### config.mk
export PLATFORM = sky130hd
export DESIGN_NAME = btm_mode_ctrl
export DESIGN_NICKNAME = d
export VERILOG_FILES = /design/src/inc/btm_pkg.sv /design/src/inc/btm_rx_if.sv /design/src/logic/btm_mode_ctrl.sv /design/src/logic/btm_sync.sv /design/src/logic/btm_activity.sv
export SDC_FILE = /design/constraint.sdc
export NUM_CORES = 1
export LEC_CHECK = 0
export BUFFER_PORTS_ARGS = -buffer_cell sky130_fd_sc_hd__buf_4
export CORE_MARGIN = 10
export CORE_UTILIZATION = 45
export DETAILED_ROUTE_END_ITERATION = 16
export PLACE_DENSITY_LB_ADDON = 0.3
export SYNTH_ARGS = -nofsm -noshare
export SYNTH_HDL_FRONTEND = slang
export SYNTH_SLANG_ARGS = --single-unit
export TNS_END_PERCENT = 5
### constraint.sdc
create_clock -name ref_clk -period 1.45 [get_ports ref_clk]
set_input_delay 0.29 -clock ref_clk [delete_from_list [all_inputs] [get_ports ref_clk]]
set_output_delay 0.29 -clock ref_clk [all_outputs]
set_load 0.03 [all_outputs]
### src/inc/btm_pkg.sv
// Functional notes
// mode select high Normal, low Standby
// tx enable active low, high disables transmitter
// Normal enables transmitter, receiver, undervoltage detect
// guardian low or tx_enable_n high keeps idle
// data high drives DATA_1, pos high
// data low drives DATA_0, neg high
// transmitter activates at first low data
// Normal routes receiver to receive data
// Normal error output shows error flag
// activity after threshold held for activity time
// idle after below threshold for idle time
// Standby: wake receiver only without core undervoltage
// core undervoltage blocks wake flag setting
// Standby outputs show wake flag, low set
// Standby valid wake event sets wake flag
// core undervoltage holds prior wake value
// io undervoltage forces internal input copies
// io undervoltage in Standby refuses readout
// guardian enable ignored in Standby
// Power-off: all off, no wake, no readout
// reset release enters Standby; reassert Power-off
// Normal to Standby on select low or undervoltage
// Standby to Normal clears wake then power-on
// power-on flag set entering Standby
// controller transmits only in valid Normal mode
package btm_pkg;
	localparam int CLK_MHZ = 200;
	// activity and idle qualification times in ns
	localparam int ACT_TIME_NS = 100;
	localparam int IDLE_TIME_NS = 100;
	localparam int ACT_CYCLES = (ACT_TIME_NS * CLK_MHZ + 999) / 1000;
	localparam int IDLE_CYCLES = (IDLE_TIME_NS * CLK_MHZ + 999) / 1000;
	localparam int CNT_W = 8;
	typedef enum logic [2:0] {
		MODE_OFF = 3'b001,
		MODE_STANDBY = 3'b010,
		MODE_NORMAL = 3'b100
	} btm_mode_type;
endpackage

### src/inc/btm_rx_if.sv
`timescale 1ns/10ps
interface btm_rx_if;
	logic sample;
	logic enable;
	logic active;
	logic dataLow;
	modport ctrl (output sample, output enable, input active, input dataLow);
	modport det (input sample, input enable, output active, output dataLow);
endinterface

### src/logic/btm_mode_ctrl.sv
`timescale 1ns/10ps
module btm_mode_ctrl
	import btm_pkg::*;
(
	input wire logic ref_clk,
	input wire logic reset_n,
	input wire logic mode_select_n,
	input wire logic tx_enable_n,
	input wire logic guardian_enable,
	input wire logic txData,
	input wire logic serialClk,
	input wire logic serial_select_n,
	input wire logic busAboveThresh,
	input wire logic busDiffLow,
	input wire logic wakeEvent,
	input wire logic ioUnderVolt,
	input wire logic coreUnderVolt,
	input wire logic porDetect,
	input wire logic errorFlag,
	input wire logic overTemp,
	input wire logic txTimeout,
	output logic bus_line_pos,
	output logic bus_line_neg,
	output logic busDriveEn_n,
	output logic rxData,
	output logic fault_wake_out_n,
	output logic wakeRxEnable,
	output logic readoutAllowed,
	output logic serialClkInt,
	output logic serialSelectInt_n,
	output logic power_on_flag,
	output logic wakeFlag,
	output logic ioUvFlag,
	output logic coreUvFlag,
	output btm_mode_type mode
);
	// ----------------------------------------
	// pin synchronisers
	// ----------------------------------------
	logic selS, txenS, geS, txdS, sclkS, scsS, actS, lowS, wakeS, ioS, coreS, porS;
	btm_sync uSel (.ref_clk(ref_clk), .reset_n(reset_n), .async_in(mode_select_n), .sync_out(selS));
	btm_sync uTxen (.ref_clk(ref_clk), .reset_n(reset_n), .async_in(tx_enable_n), .sync_out(txenS));
	btm_sync uGe (.ref_clk(ref_clk), .reset_n(reset_n), .async_in(guardian_enable), .sync_out(geS));
	btm_sync uTxd (.ref_clk(ref_clk), .reset_n(reset_n), .async_in(txData), .sync_out(txdS));
	btm_sync uSclk (.ref_clk(ref_clk), .reset_n(reset_n), .async_in(serialClk), .sync_out(sclkS));
	btm_sync uScs (.ref_clk(ref_clk), .reset_n(reset_n), .async_in(serial_select_n),
		.sync_out(scsS));
	btm_sync uAct (.ref_clk(ref_clk), .reset_n(reset_n), .async_in(busAboveThresh),
		.sync_out(actS));
	btm_sync uLow (.ref_clk(ref_clk), .reset_n(reset_n), .async_in(busDiffLow), .sync_out(lowS));
	btm_sync uWake (.ref_clk(ref_clk), .reset_n(reset_n), .async_in(wakeEvent), .sync_out(wakeS));
	btm_sync uIo (.ref_clk(ref_clk), .reset_n(reset_n), .async_in(ioUnderVolt), .sync_out(ioS));
	btm_sync uCore (.ref_clk(ref_clk), .reset_n(reset_n), .async_in(coreUnderVolt),
		.sync_out(coreS));
	btm_sync uPor (.ref_clk(ref_clk), .reset_n(reset_n), .async_in(porDetect), .sync_out(porS));

	// ----------------------------------------
	// internal input copies
	// ----------------------------------------
	// io undervoltage forces safe levels on all controller inputs
	wire selInt = ioS ? 1'b0 : selS;
	wire geInt = ioS ? 1'b0 : geS;
	wire txdInt = ioS ? 1'b0 : txdS;
	wire txenInt_n = ioS ? 1'b1 : txenS;
	wire sclkInt = ioS ? 1'b1 : sclkS;
	wire scsInt_n = ioS ? 1'b1 : scsS;

	// ----------------------------------------
	// mode machine
	// ----------------------------------------
	btm_mode_type next_mode;
	wire normalOk = selInt && !ioUvFlag && !coreUvFlag;
	wire isNormal = (mode == MODE_NORMAL);
	wire isStandby = (mode == MODE_STANDBY);
	always_comb begin
		next_mode = mode;
		unique case (mode)
			MODE_OFF: begin
				if (!porS) next_mode = MODE_STANDBY;
			end
			MODE_STANDBY: begin
				if (porS) next_mode = MODE_OFF;
				else if (normalOk) next_mode = MODE_NORMAL;
			end
			MODE_NORMAL: begin
				if (porS) next_mode = MODE_OFF;
				else if (!normalOk) next_mode = MODE_STANDBY;
			end
			default: next_mode = MODE_OFF;
		endcase
	end

	// ----------------------------------------
	// flags
	// ----------------------------------------
	wire enterNormal = isStandby && (next_mode == MODE_NORMAL);
	wire leaveOff = (mode == MODE_OFF) && (next_mode == MODE_STANDBY);
	wire offNext = (next_mode == MODE_OFF);
	// wake receiver runs only in Standby without core undervoltage,
	// and is dropped on the way into Power-off so nothing lingers there
	wire wakeRxOn = isStandby && !coreUvFlag && !offNext;
	logic clearPwonPending;
	logic heldWake;
	always_ff @(posedge ref_clk or negedge reset_n) begin
		if (!reset_n) begin
			mode <= MODE_OFF;
			wakeFlag <= 1'b0;
			power_on_flag <= 1'b0;
			clearPwonPending <= 1'b0;
			ioUvFlag <= 1'b1;
			coreUvFlag <= 1'b1;
			heldWake <= 1'b0;
		end else begin
			mode <= next_mode;
			// flags start set and track supplies once out of Power-off
			ioUvFlag <= (mode == MODE_OFF) ? 1'b1 : ioS;
			coreUvFlag <= (mode == MODE_OFF || porS) ? 1'b1 : coreS;
			// wake flag cleared first, power-on flag one cycle later
			if (wakeRxOn && wakeS) wakeFlag <= 1'b1;
			else if (enterNormal || offNext) wakeFlag <= 1'b0;
			if (leaveOff) power_on_flag <= 1'b1;
			else if (clearPwonPending) power_on_flag <= 1'b0;
			clearPwonPending <= enterNormal;
			if (!coreUvFlag) heldWake <= wakeFlag;
		end
	end

	// ----------------------------------------
	// transmitter
	// ----------------------------------------
	// guardian ignored outside Normal, so Standby cannot enable it
	wire txGate = isNormal && geInt && !txenInt_n && !overTemp && !txTimeout;
	logic txActive;
	btm_rx_if rxi ();
	assign rxi.sample = actS;
	assign rxi.enable = isNormal;
	btm_activity uAct0 (.ref_clk(ref_clk), .reset_n(reset_n), .aboveThresh(actS),
		.diffLow(lowS), .rx(rxi));

	wire stbyOut = coreUvFlag ? heldWake : wakeFlag;
	wire rxNext = isNormal ? !rxi.dataLow : (isStandby ? !stbyOut : 1'b1);
	wire errNext = isNormal ? !errorFlag : (isStandby ? (ioUvFlag ? 1'b0 : !stbyOut) : 1'b1);
	always_ff @(posedge ref_clk or negedge reset_n) begin
		if (!reset_n) begin
			txActive <= 1'b0;
			bus_line_pos <= 1'b0;
			bus_line_neg <= 1'b0;
			busDriveEn_n <= 1'b1;
			rxData <= 1'b1;
			fault_wake_out_n <= 1'b1;
			wakeRxEnable <= 1'b0;
			readoutAllowed <= 1'b0;
			serialClkInt <= 1'b1;
			serialSelectInt_n <= 1'b1;
		end else begin
			// activation waits for the first low data while gated on
			if (!txGate) txActive <= 1'b0;
			else if (!txdInt) txActive <= 1'b1;
			bus_line_pos <= txGate && txActive && txdInt;
			bus_line_neg <= txGate && txActive && !txdInt;
			busDriveEn_n <= !(txGate && (txActive || !txdInt));
			rxData <= ioUvFlag ? 1'b0 : rxNext;
			fault_wake_out_n <= errNext;
			wakeRxEnable <= wakeRxOn;
			// io undervoltage in Normal forces Standby anyway, so refuse at once
			readoutAllowed <= !offNext && (mode != MODE_OFF) && !ioUvFlag;
			serialClkInt <= sclkInt;
			serialSelectInt_n <= scsInt_n;
		end
	end
endmodule

### src/logic/btm_sync.sv
`timescale 1ns/10ps
module btm_sync (
	input wire logic ref_clk,
	input wire logic reset_n,
	input wire logic async_in,
	output logic sync_out
);
	logic stage1;
	always_ff @(posedge ref_clk or negedge reset_n) begin
		if (!reset_n) begin
			stage1 <= 1'b0;
			sync_out <= 1'b0;
		end else begin
			stage1 <= async_in;
			sync_out <= stage1;
		end
	end
endmodule

### src/logic/btm_activity.sv
`timescale 1ns/10ps
module btm_activity
	import btm_pkg::*;
(
	input wire logic ref_clk,
	input wire logic reset_n,
	input wire logic aboveThresh,
	input wire logic diffLow,
	btm_rx_if.det rx
);
	logic [CNT_W-1:0] count;
	wire activeHit = aboveThresh && (count >= CNT_W'(ACT_CYCLES - 1));
	wire idleHit = !aboveThresh && (count >= CNT_W'(IDLE_CYCLES - 1));
	always_ff @(posedge ref_clk or negedge reset_n) begin
		if (!reset_n) begin
			count <= '0;
			rx.active <= 1'b0;
			rx.dataLow <= 1'b0;
		end else if (!rx.enable) begin
			count <= '0;
			rx.active <= 1'b0;
			rx.dataLow <= 1'b0;
		end else begin
			// count only while the level disagrees with the declared state
			if (aboveThresh == rx.active) begin
				count <= '0;
			end else if (!rx.active && activeHit) begin
				rx.active <= 1'b1;
				count <= '0;
			end else if (rx.active && idleHit) begin
				rx.active <= 1'b0;
				count <= '0;
			end else begin
				count <= count + CNT_W'(1);
			end
			rx.dataLow <= rx.active && aboveThresh && diffLow;
		end
	end
endmodule

# Word-level counts from Yosys, hierarchy flattened
# Cells that the tools add are included.
[word_totals]
ff_bits = 53
in_bits = 17
output_inout_bits = 16
wordCells = 135
[classes]
add_sub_neg = 1
n_lt_le_gt_ge = 1
n_eq_ne = 11
n_mux = 36
n_reduce_logical = 42
[ops]
columns = ["cell", "n"]
rows = [
  ["2-to-1 mux 8 bit", 4],
  ["2-to-1 mux 1 bit", 26],
  ["logical AND 1 bit", 23],
  ["2-to-1 mux 3 bit", 5],
  ["zero test 1 bit", 13],
  ["one-hot mux 3 bit (3 select lines)", 1],
  ["adder 8 x 1 -> 8 bit (second input constant)", 1],
  [">= comparator 8 x 5 -> 1 bit (second input constant)", 1],
  ["== test 3 x 1 -> 1 bit (second input constant)", 2],
  ["== test 3 x 2 -> 1 bit (second input constant)", 2],
  ["== test 3 bit (second input constant)", 2],
  ["!= test 3 x 1 -> 1 bit (second input constant)", 2],
  ["!= test 2 bit (second input constant)", 2],
  ["nonzero test 2 bit", 2],
  ["logical OR 1 bit", 3],
  ["AND reduction 2 bit", 1],
  ["== test 1 bit", 1],
]

# Logic depth before layout (Yosys ltp)
[depth]
ltp_word = 11
ltp_mapped = 4
depth_no_buf = 4

# Modules after synthesis
# Synthesis repeated with hierarchy kept, for this count alone.
[unflattened]
cells_unflattened = 133
hier_area_um2 = 1866.8
[modules_own_cells]
columns = ["module", "instances", "cells_each", "area_per_inst_um2", "seq_area_each_um2"]
rows = [
  ["btm_mode_ctrl", 1, 59, 744.5, 485.5],
  ["btm_sync", 12, 2, 50.0, 50.0],
  ["btm_activity", 1, 50, 521.8, 250.2],
]

# Worst setup path after synthesis
# OpenSTA, ideal clock, no wires.
[synth_timing]
path_kind = "reg2reg"
start = "register mode[1]"
end = "register wakeFlag"
setup_time_ps = 66
arrival_time_ps = 1338
required_time_ps = 1384
slack_ps = 46
path_stages_with_launch = 4
path_buffers = 0
synth_period_minus_slack_ps = 1404
path_cell_list = "dfrtp_1 -> or3b_4 -> o22ai_1 -> a32o_2"
[synth_via]
elab_chain_len = 8
word_cells_on_any_way = 19
classes_between = "eq/ne (5); mux (7); reduce/logical (7)"
[synth_rtl]
columns = ["item", "line", "source"]
rows = [
  ["from (decl)", "btm_mode_ctrl.sv:35", "output btm_mode_type mode"],
  ["from (signal assigned)", "btm_mode_ctrl.sv:114", "mode <= next_mode;"],
  ["2-to-1 mux 3 bit (on tied branches)", "btm_mode_ctrl.sv:87, btm_mode_ctrl.sv:83", ""],
  ["2-to-1 mux 3 bit (on tied branches)", "btm_mode_ctrl.sv:86, btm_mode_ctrl.sv:82", ""],
  ["one-hot mux 3 bit (3 select lines)", "btm_mode_ctrl.sv:77", "unique case (mode)"],
  ["== test 3 x 1 -> 1 bit", "btm_mode_ctrl.sv:98", "wire offNext = (next_mode == MODE_OFF);"],
  ["zero test 1 bit", "btm_mode_ctrl.sv:101", "wire wakeRxOn = isStandby && !coreUvFlag && !offNext;"],
  ["logical AND 1 bit", "btm_mode_ctrl.sv:101", ""],
  ["logical AND 1 bit", "btm_mode_ctrl.sv:119", "if (wakeRxOn && wakeS) wakeFlag <= 1'b1;"],
  ["2-to-1 mux 1 bit or nonzero test 2 bit (tied branches)", "n/a", ""],
  ["to (signal assigned)", "btm_mode_ctrl.sv:107", "wakeFlag <= 1'b0;"],
  ["to (signal assigned)", "btm_mode_ctrl.sv:119", ""],
  ["to (signal assigned)", "btm_mode_ctrl.sv:120", "else if (enterNormal || offNext) wakeFlag <= 1'b0;"],
  ["to (decl)", "btm_mode_ctrl.sv:32", "output logic wakeFlag,"],
]
# Several ways; a longest one is shown, not always the timed one.
# A chain may end at the register's enable or synchronous reset.

# Worst setup path in the final report
[layout_timing]
start = "register mode[0]"
end = "output mode[0]"
# No word-level cell between the ends.

==> results_tabular.tex <==
\begin{tabular}{lr}
\hline
Metric & Value \\
\hline
\multicolumn{2}{l}{\textbf{Synth}} \\
\quad Cell with the most instances after synthesis & sky130\_fd\_sc\_hd\_\_dfrtp\_1 \\
\quad Biggest area consumer among synthesized cells & sky130\_fd\_sc\_hd\_\_dfrtp\_1 \\
\quad Proportion of synthesized area in mux cells & under 10\% \\
\quad Number of synthesized flops with an enable pin & 0 \\
\quad Synthesized netlist cell count & approximately 130 \\
\quad Compound-gate portion of the synthesized area & just over 9\% \\
\quad Commonest cells in the synthesized netlist & 45 x sky130\_fd\_sc\_hd\_\_dfrtp\_1, 9 x sky130\_fd\_sc\_hd\_\_nand2\_1, 8 x sky130\_fd\_sc\_hd\_\_dfstp\_2, 8 x sky130\_fd\_sc\_hd\_\_inv\_1, 5 x sky130\_fd\_sc\_hd\_\_o21ai\_0 \\
\quad Synthesized area per cell & around 14 sq um \\
\quad Synthesized-area fraction occupied by xor and xnor cells & under 10\% \\
\quad Fraction of registers with async set/reset & 100.0\% \\
\quad Total nets after synthesis & between 150 and 200 \\
\quad Post-synthesis simple-gate area fraction & between 10\% and 20\% \\
\quad Synth unique cells & 38 \\
\quad Share of the yosys chip area belonging to registers & 70.87\% \\
\quad Number of synthesized register bits & 53 \\
\quad Main synth FF type & sky130\_fd\_sc\_hd\_\_dfrtp\_1 \\
\quad Post-synth top area share & $\sim$60\% \\
\quad Most area-consuming cells after synthesis & sky130\_fd\_sc\_hd\_\_dfrtp\_1 60\%, sky130\_fd\_sc\_hd\_\_dfstp\_2 11\%, sky130\_fd\_sc\_hd\_\_xnor2\_1 1.9\% \\
\quad Post-Syn Area & around 1900 sq um \\
\quad Arithmetic-cell share of the synthesized area counting full adders, half adders and majority gates & between 1 and 1.5\% \\
\quad Number of warnings issued by yosys & 0 \\
\quad Largest family of logic cells by synthesized area & simple AND/OR/NAND/NOR gates \\
\multicolumn{2}{l}{\textbf{Critical path}} \\
\quad CP Capture Type & output pin \\
\quad Buffers \& Inverters on Critical Path & 1 \\
\quad CP max stage delay & a little over 0.6 ns \\
\quad Startpoint of the worst register-to-register path & coreUvFlag \\
\quad Crit Path Max Fanout & 6 \\
\quad Critical Path, Cell by Cell & buf\_4 \\
\quad Required time reported for the critical path endpoint & approximately 1.2 ns \\
\quad Critical Path Source Type & flip-flop \\
\quad Arrival time of data at the critical path endpoint & about 1.1 ns \\
\quad Critical path class & flip-flop to output pin \\
\quad Critical-path cell with the highest stage delay & sky130\_fd\_sc\_hd\_\_dfstp\_2 \\
\quad Cell class contributing the biggest share of worst-path delay & flip-flops \\
\quad Timing startpoint of the critical path & mode[0] \\
\multicolumn{2}{l}{\textbf{Timing}} \\
\quad Shortest clock period the worst path allows after layout & $\sim$1.4 ns \\
\quad Setup TNS Final & 0 ns \\
\quad Worst clock skew on the final layout & between 0.007 and 0.008 ns \\
\quad Max Clk Rate & between 700 and 800 MHz \\
\quad Hold violation total from the final report & 0 \\
\quad Hold slack final & $\sim$0.094 ns \\
\quad Relative slew slack & about three quarters \\
\quad Pins Over Slew Limit & 0 \\
\quad Final setup vio count & 0 \\
\quad Final period utilization & between 90 and 100\% \\
\quad Setup repair after global routing missed its margin & no \\
\quad Worst-margin pin slew & 0.3851 ns \\
\multicolumn{2}{l}{\textbf{Finish}} \\
\quad Non-filler cells, final & 231 \\
\quad Share of post-route cells with drive strength above 1 & 38.67\% \\
\quad Final core area utilization & between 50\% and 60\% \\
\quad Register bank with the most flops & uAct0.count \\
\quad Area used by multi-input combinational logic & $\sim$550 sq um \\
\quad Area taken by flip-flops and latches & 1336 sq um \\
\quad Largest registers in the final layout & uAct0.count (8), mode (3) \\
\quad \# nets final & 199 \\
\quad Area of all placed cells without fillers & about 2400 sq um \\
\quad Layout Area Growth over Synthesis & 25.75\% \\
\quad Flip-flop count of the largest register after layout & 8 \\
\quad Fill count & between 300 and 400 \\
\quad Antenna fix cells & 0 \\
\multicolumn{2}{l}{\textbf{Clock tree}} \\
\quad Root Buffer & sky130\_fd\_sc\_hd\_\_clkbuf\_8 \\
\quad Clock-pin slew reported for the worst setup and hold paths after clock tree synthesis & approximately 0.09 ns \\
\quad Inserted Clock Buffers & 5 \\
\quad Deepest level of the CTS H-tree & 2 \\
\quad TritonCTS sink count & 53 \\
\quad CTS max path bufs & 2 \\
\quad Post-CTS Setup Bufs & 0 \\
\quad Clock insertion delay at the later pin of the skew report & approximately 0.29 ns \\
\quad CTS tree & done \\
\multicolumn{2}{l}{\textbf{GRT}} \\
\quad Global-route total usage across every layer & 9.731\% \\
\quad Maximum number of pins on one net before global-route repair & 54 \\
\quad Antenna violations before repair & 0 \\
\quad Overall overflow remaining after global route & 0 \\
\quad Via count of the first global-routing pass & between 1000 and 1500 \\
\quad Global-route wire length before repair & 5809 um \\
\multicolumn{2}{l}{\textbf{Min path}} \\
\quad Startpoint of the lowest-slack hold path & mode\_select\_n \\
\quad Class of the most critical hold timing path & input port to flip-flop \\
\multicolumn{2}{l}{\textbf{Die}} \\
\quad Number of standard-cell rows in the floorplan & 23 \\
\quad Floorplan core area & a little over 4000 sq um \\
\quad Die W & approximately 85 um \\
\quad Initial Utilization & about 47\% \\
\quad Area enclosed by the die boundary & 7179 sq um \\
\quad Die Y & approximately 85 um \\
\quad Boundary pin count & 33 \\
\multicolumn{2}{l}{\textbf{Power and ir drop}} \\
\quad Maximum VDD drop & approximately 0.77 mV \\
\quad Total power per unit cell area & around 1100 nW/um\^{}2 \\
\quad Standby leakage power & approximately 1.1 nW \\
\multicolumn{2}{l}{\textbf{Placed design}} \\
\quad Routability cong. & between 0.8 and 0.9 \\
\quad Total cell area at the placement stage & around 2200 sq um \\
\quad Estimated wirelength of the detail-placed design & $\sim$2500 um \\
\quad Quantity of I/O buffers inserted on ports & 32 \\
\quad Total instance count after detailed placement & around 220 \\
\multicolumn{2}{l}{\textbf{Route}} \\
\quad Post-Route M1 WL & approximately 1400 um \\
\quad DRC violation total after the first TritonRoute iteration & 86 \\
\quad Drt pass-1 iters & 4 \\
\quad Vias per cell & between 5 and 6 \\
\quad Routed wire length on met2 & around 1700 um \\
\quad Total wire length after detailed routing & 3434 um \\
\quad Met3 Routed Length & 274 um \\
\quad Top metal layer carrying routed signals & met4 \\
\quad Detail-routed net length per standard cell & $\sim$15 um \\
\quad Number of DRC violations after detailed routing & 0 \\
\quad DR vias & around 1200 \\
\quad Antenna violation net count after detailed routing & 0 \\
\multicolumn{2}{l}{\textbf{Run}} \\
\quad Count of max-cap constraint violations & 0 \\
\multicolumn{2}{l}{\textbf{Outcome}} \\
\quad Result of the run & completed \\
\hline
\end{tabular}
kinds of logic after synthesis:
logic type,count (synthesis)
flip-flops,53
AND/OR/NAND/NOR,41
AO/OA/AOI/OAI,23
buffers and inverters,8
XOR/XNOR,5
multiplexers,2
adder cells (fa/ha/maj),2
where the power goes:
| part | internal (W) | total [W] | switching (W) | leakage, nW |
|---|---|---|---|---|
| registers | 0.00155 | 0.00159 | 0.0000439 | 0.651 |
| clock network | 0.000344 | 0.000781 | 0.000437 | 0.0456 |
| logic | 0.000104 | 0.000232 | 0.000129 | 0.361 |
| total | 0.00199 | 0.00260 | 0.000610 | 1.06 |
path summary, 6_finish.rpt:
kind                                  end  slack (ns)  cells past startpoint
max in group asynchronous    busDriveEn_n        0.66                      3
min in group asynchronous  readoutAllowed        0.49                      3
max                               mode[0]        0.06                      1
max reg2reg                        rxData        0.08                      3
min                           uSel.stage1        0.09                      1
min reg2reg                 uAct.sync_out        0.35                      0
through the flow:
stage          total power [W]  setup slack [ns]
4_1_cts               0.002641          0.001942
3_5_place_dp          0.001852         -0.006999
6_report              0.002605           0.06037
2_1_floorplan         0.001717           0.04635
3_3_place_gp          0.001845           0.03858
5_1_grt               0.002738           0.01047
timing repair:
item	in CTS	in global routing
hold endpoints to repair	45	0
pin swaps	0	1
hold buffers	1	0
setup endpoints to repair	2	9
resized for setup	1	5
layout make-up:
cell class,instances,share of cell area (%)
sequential,53,56.36
timing repair buffer,39,12.98
multi-input combinational,73,23.11
clock buffer,6,3.061
tap,50,2.639
inverter,8,1.266
clock inverter,2,0.5805
cells in the final DEF, fill, tap and decap left out, types with 2 or more instances in the layout:
cell type	synthesis	layout
sky130_fd_sc_hd__a211oi_1	4	4
sky130_fd_sc_hd__a21oi_1	2	2
sky130_fd_sc_hd__a221oi_1	2	2
sky130_fd_sc_hd__a22o_1	2	2
sky130_fd_sc_hd__buf_4	0	37
sky130_fd_sc_hd__clkbuf_8	0	5
sky130_fd_sc_hd__dfrtp_1	45	45
sky130_fd_sc_hd__dfstp_2	8	8
sky130_fd_sc_hd__inv_1	8	8
sky130_fd_sc_hd__nand2_1	9	7
sky130_fd_sc_hd__nand2_2	0	2
sky130_fd_sc_hd__nand3_1	3	3
sky130_fd_sc_hd__nand4_1	2	2
sky130_fd_sc_hd__nor2_1	3	3
sky130_fd_sc_hd__nor3_1	4	3
sky130_fd_sc_hd__nor3_2	2	3
sky130_fd_sc_hd__o21ai_0	5	5
sky130_fd_sc_hd__o22ai_1	2	2
sky130_fd_sc_hd__or2_2	3	3
sky130_fd_sc_hd__or3_1	4	4
sky130_fd_sc_hd__xnor2_1	4	4
per-layer routing:
metal,GRT usage [%],up-vias
li1,-,564
met1,11.27,599
met2,15.58,47
met3,4.155,4
met4,3.743,0
met5,0,-
Power figures use the tool's default switching activity.
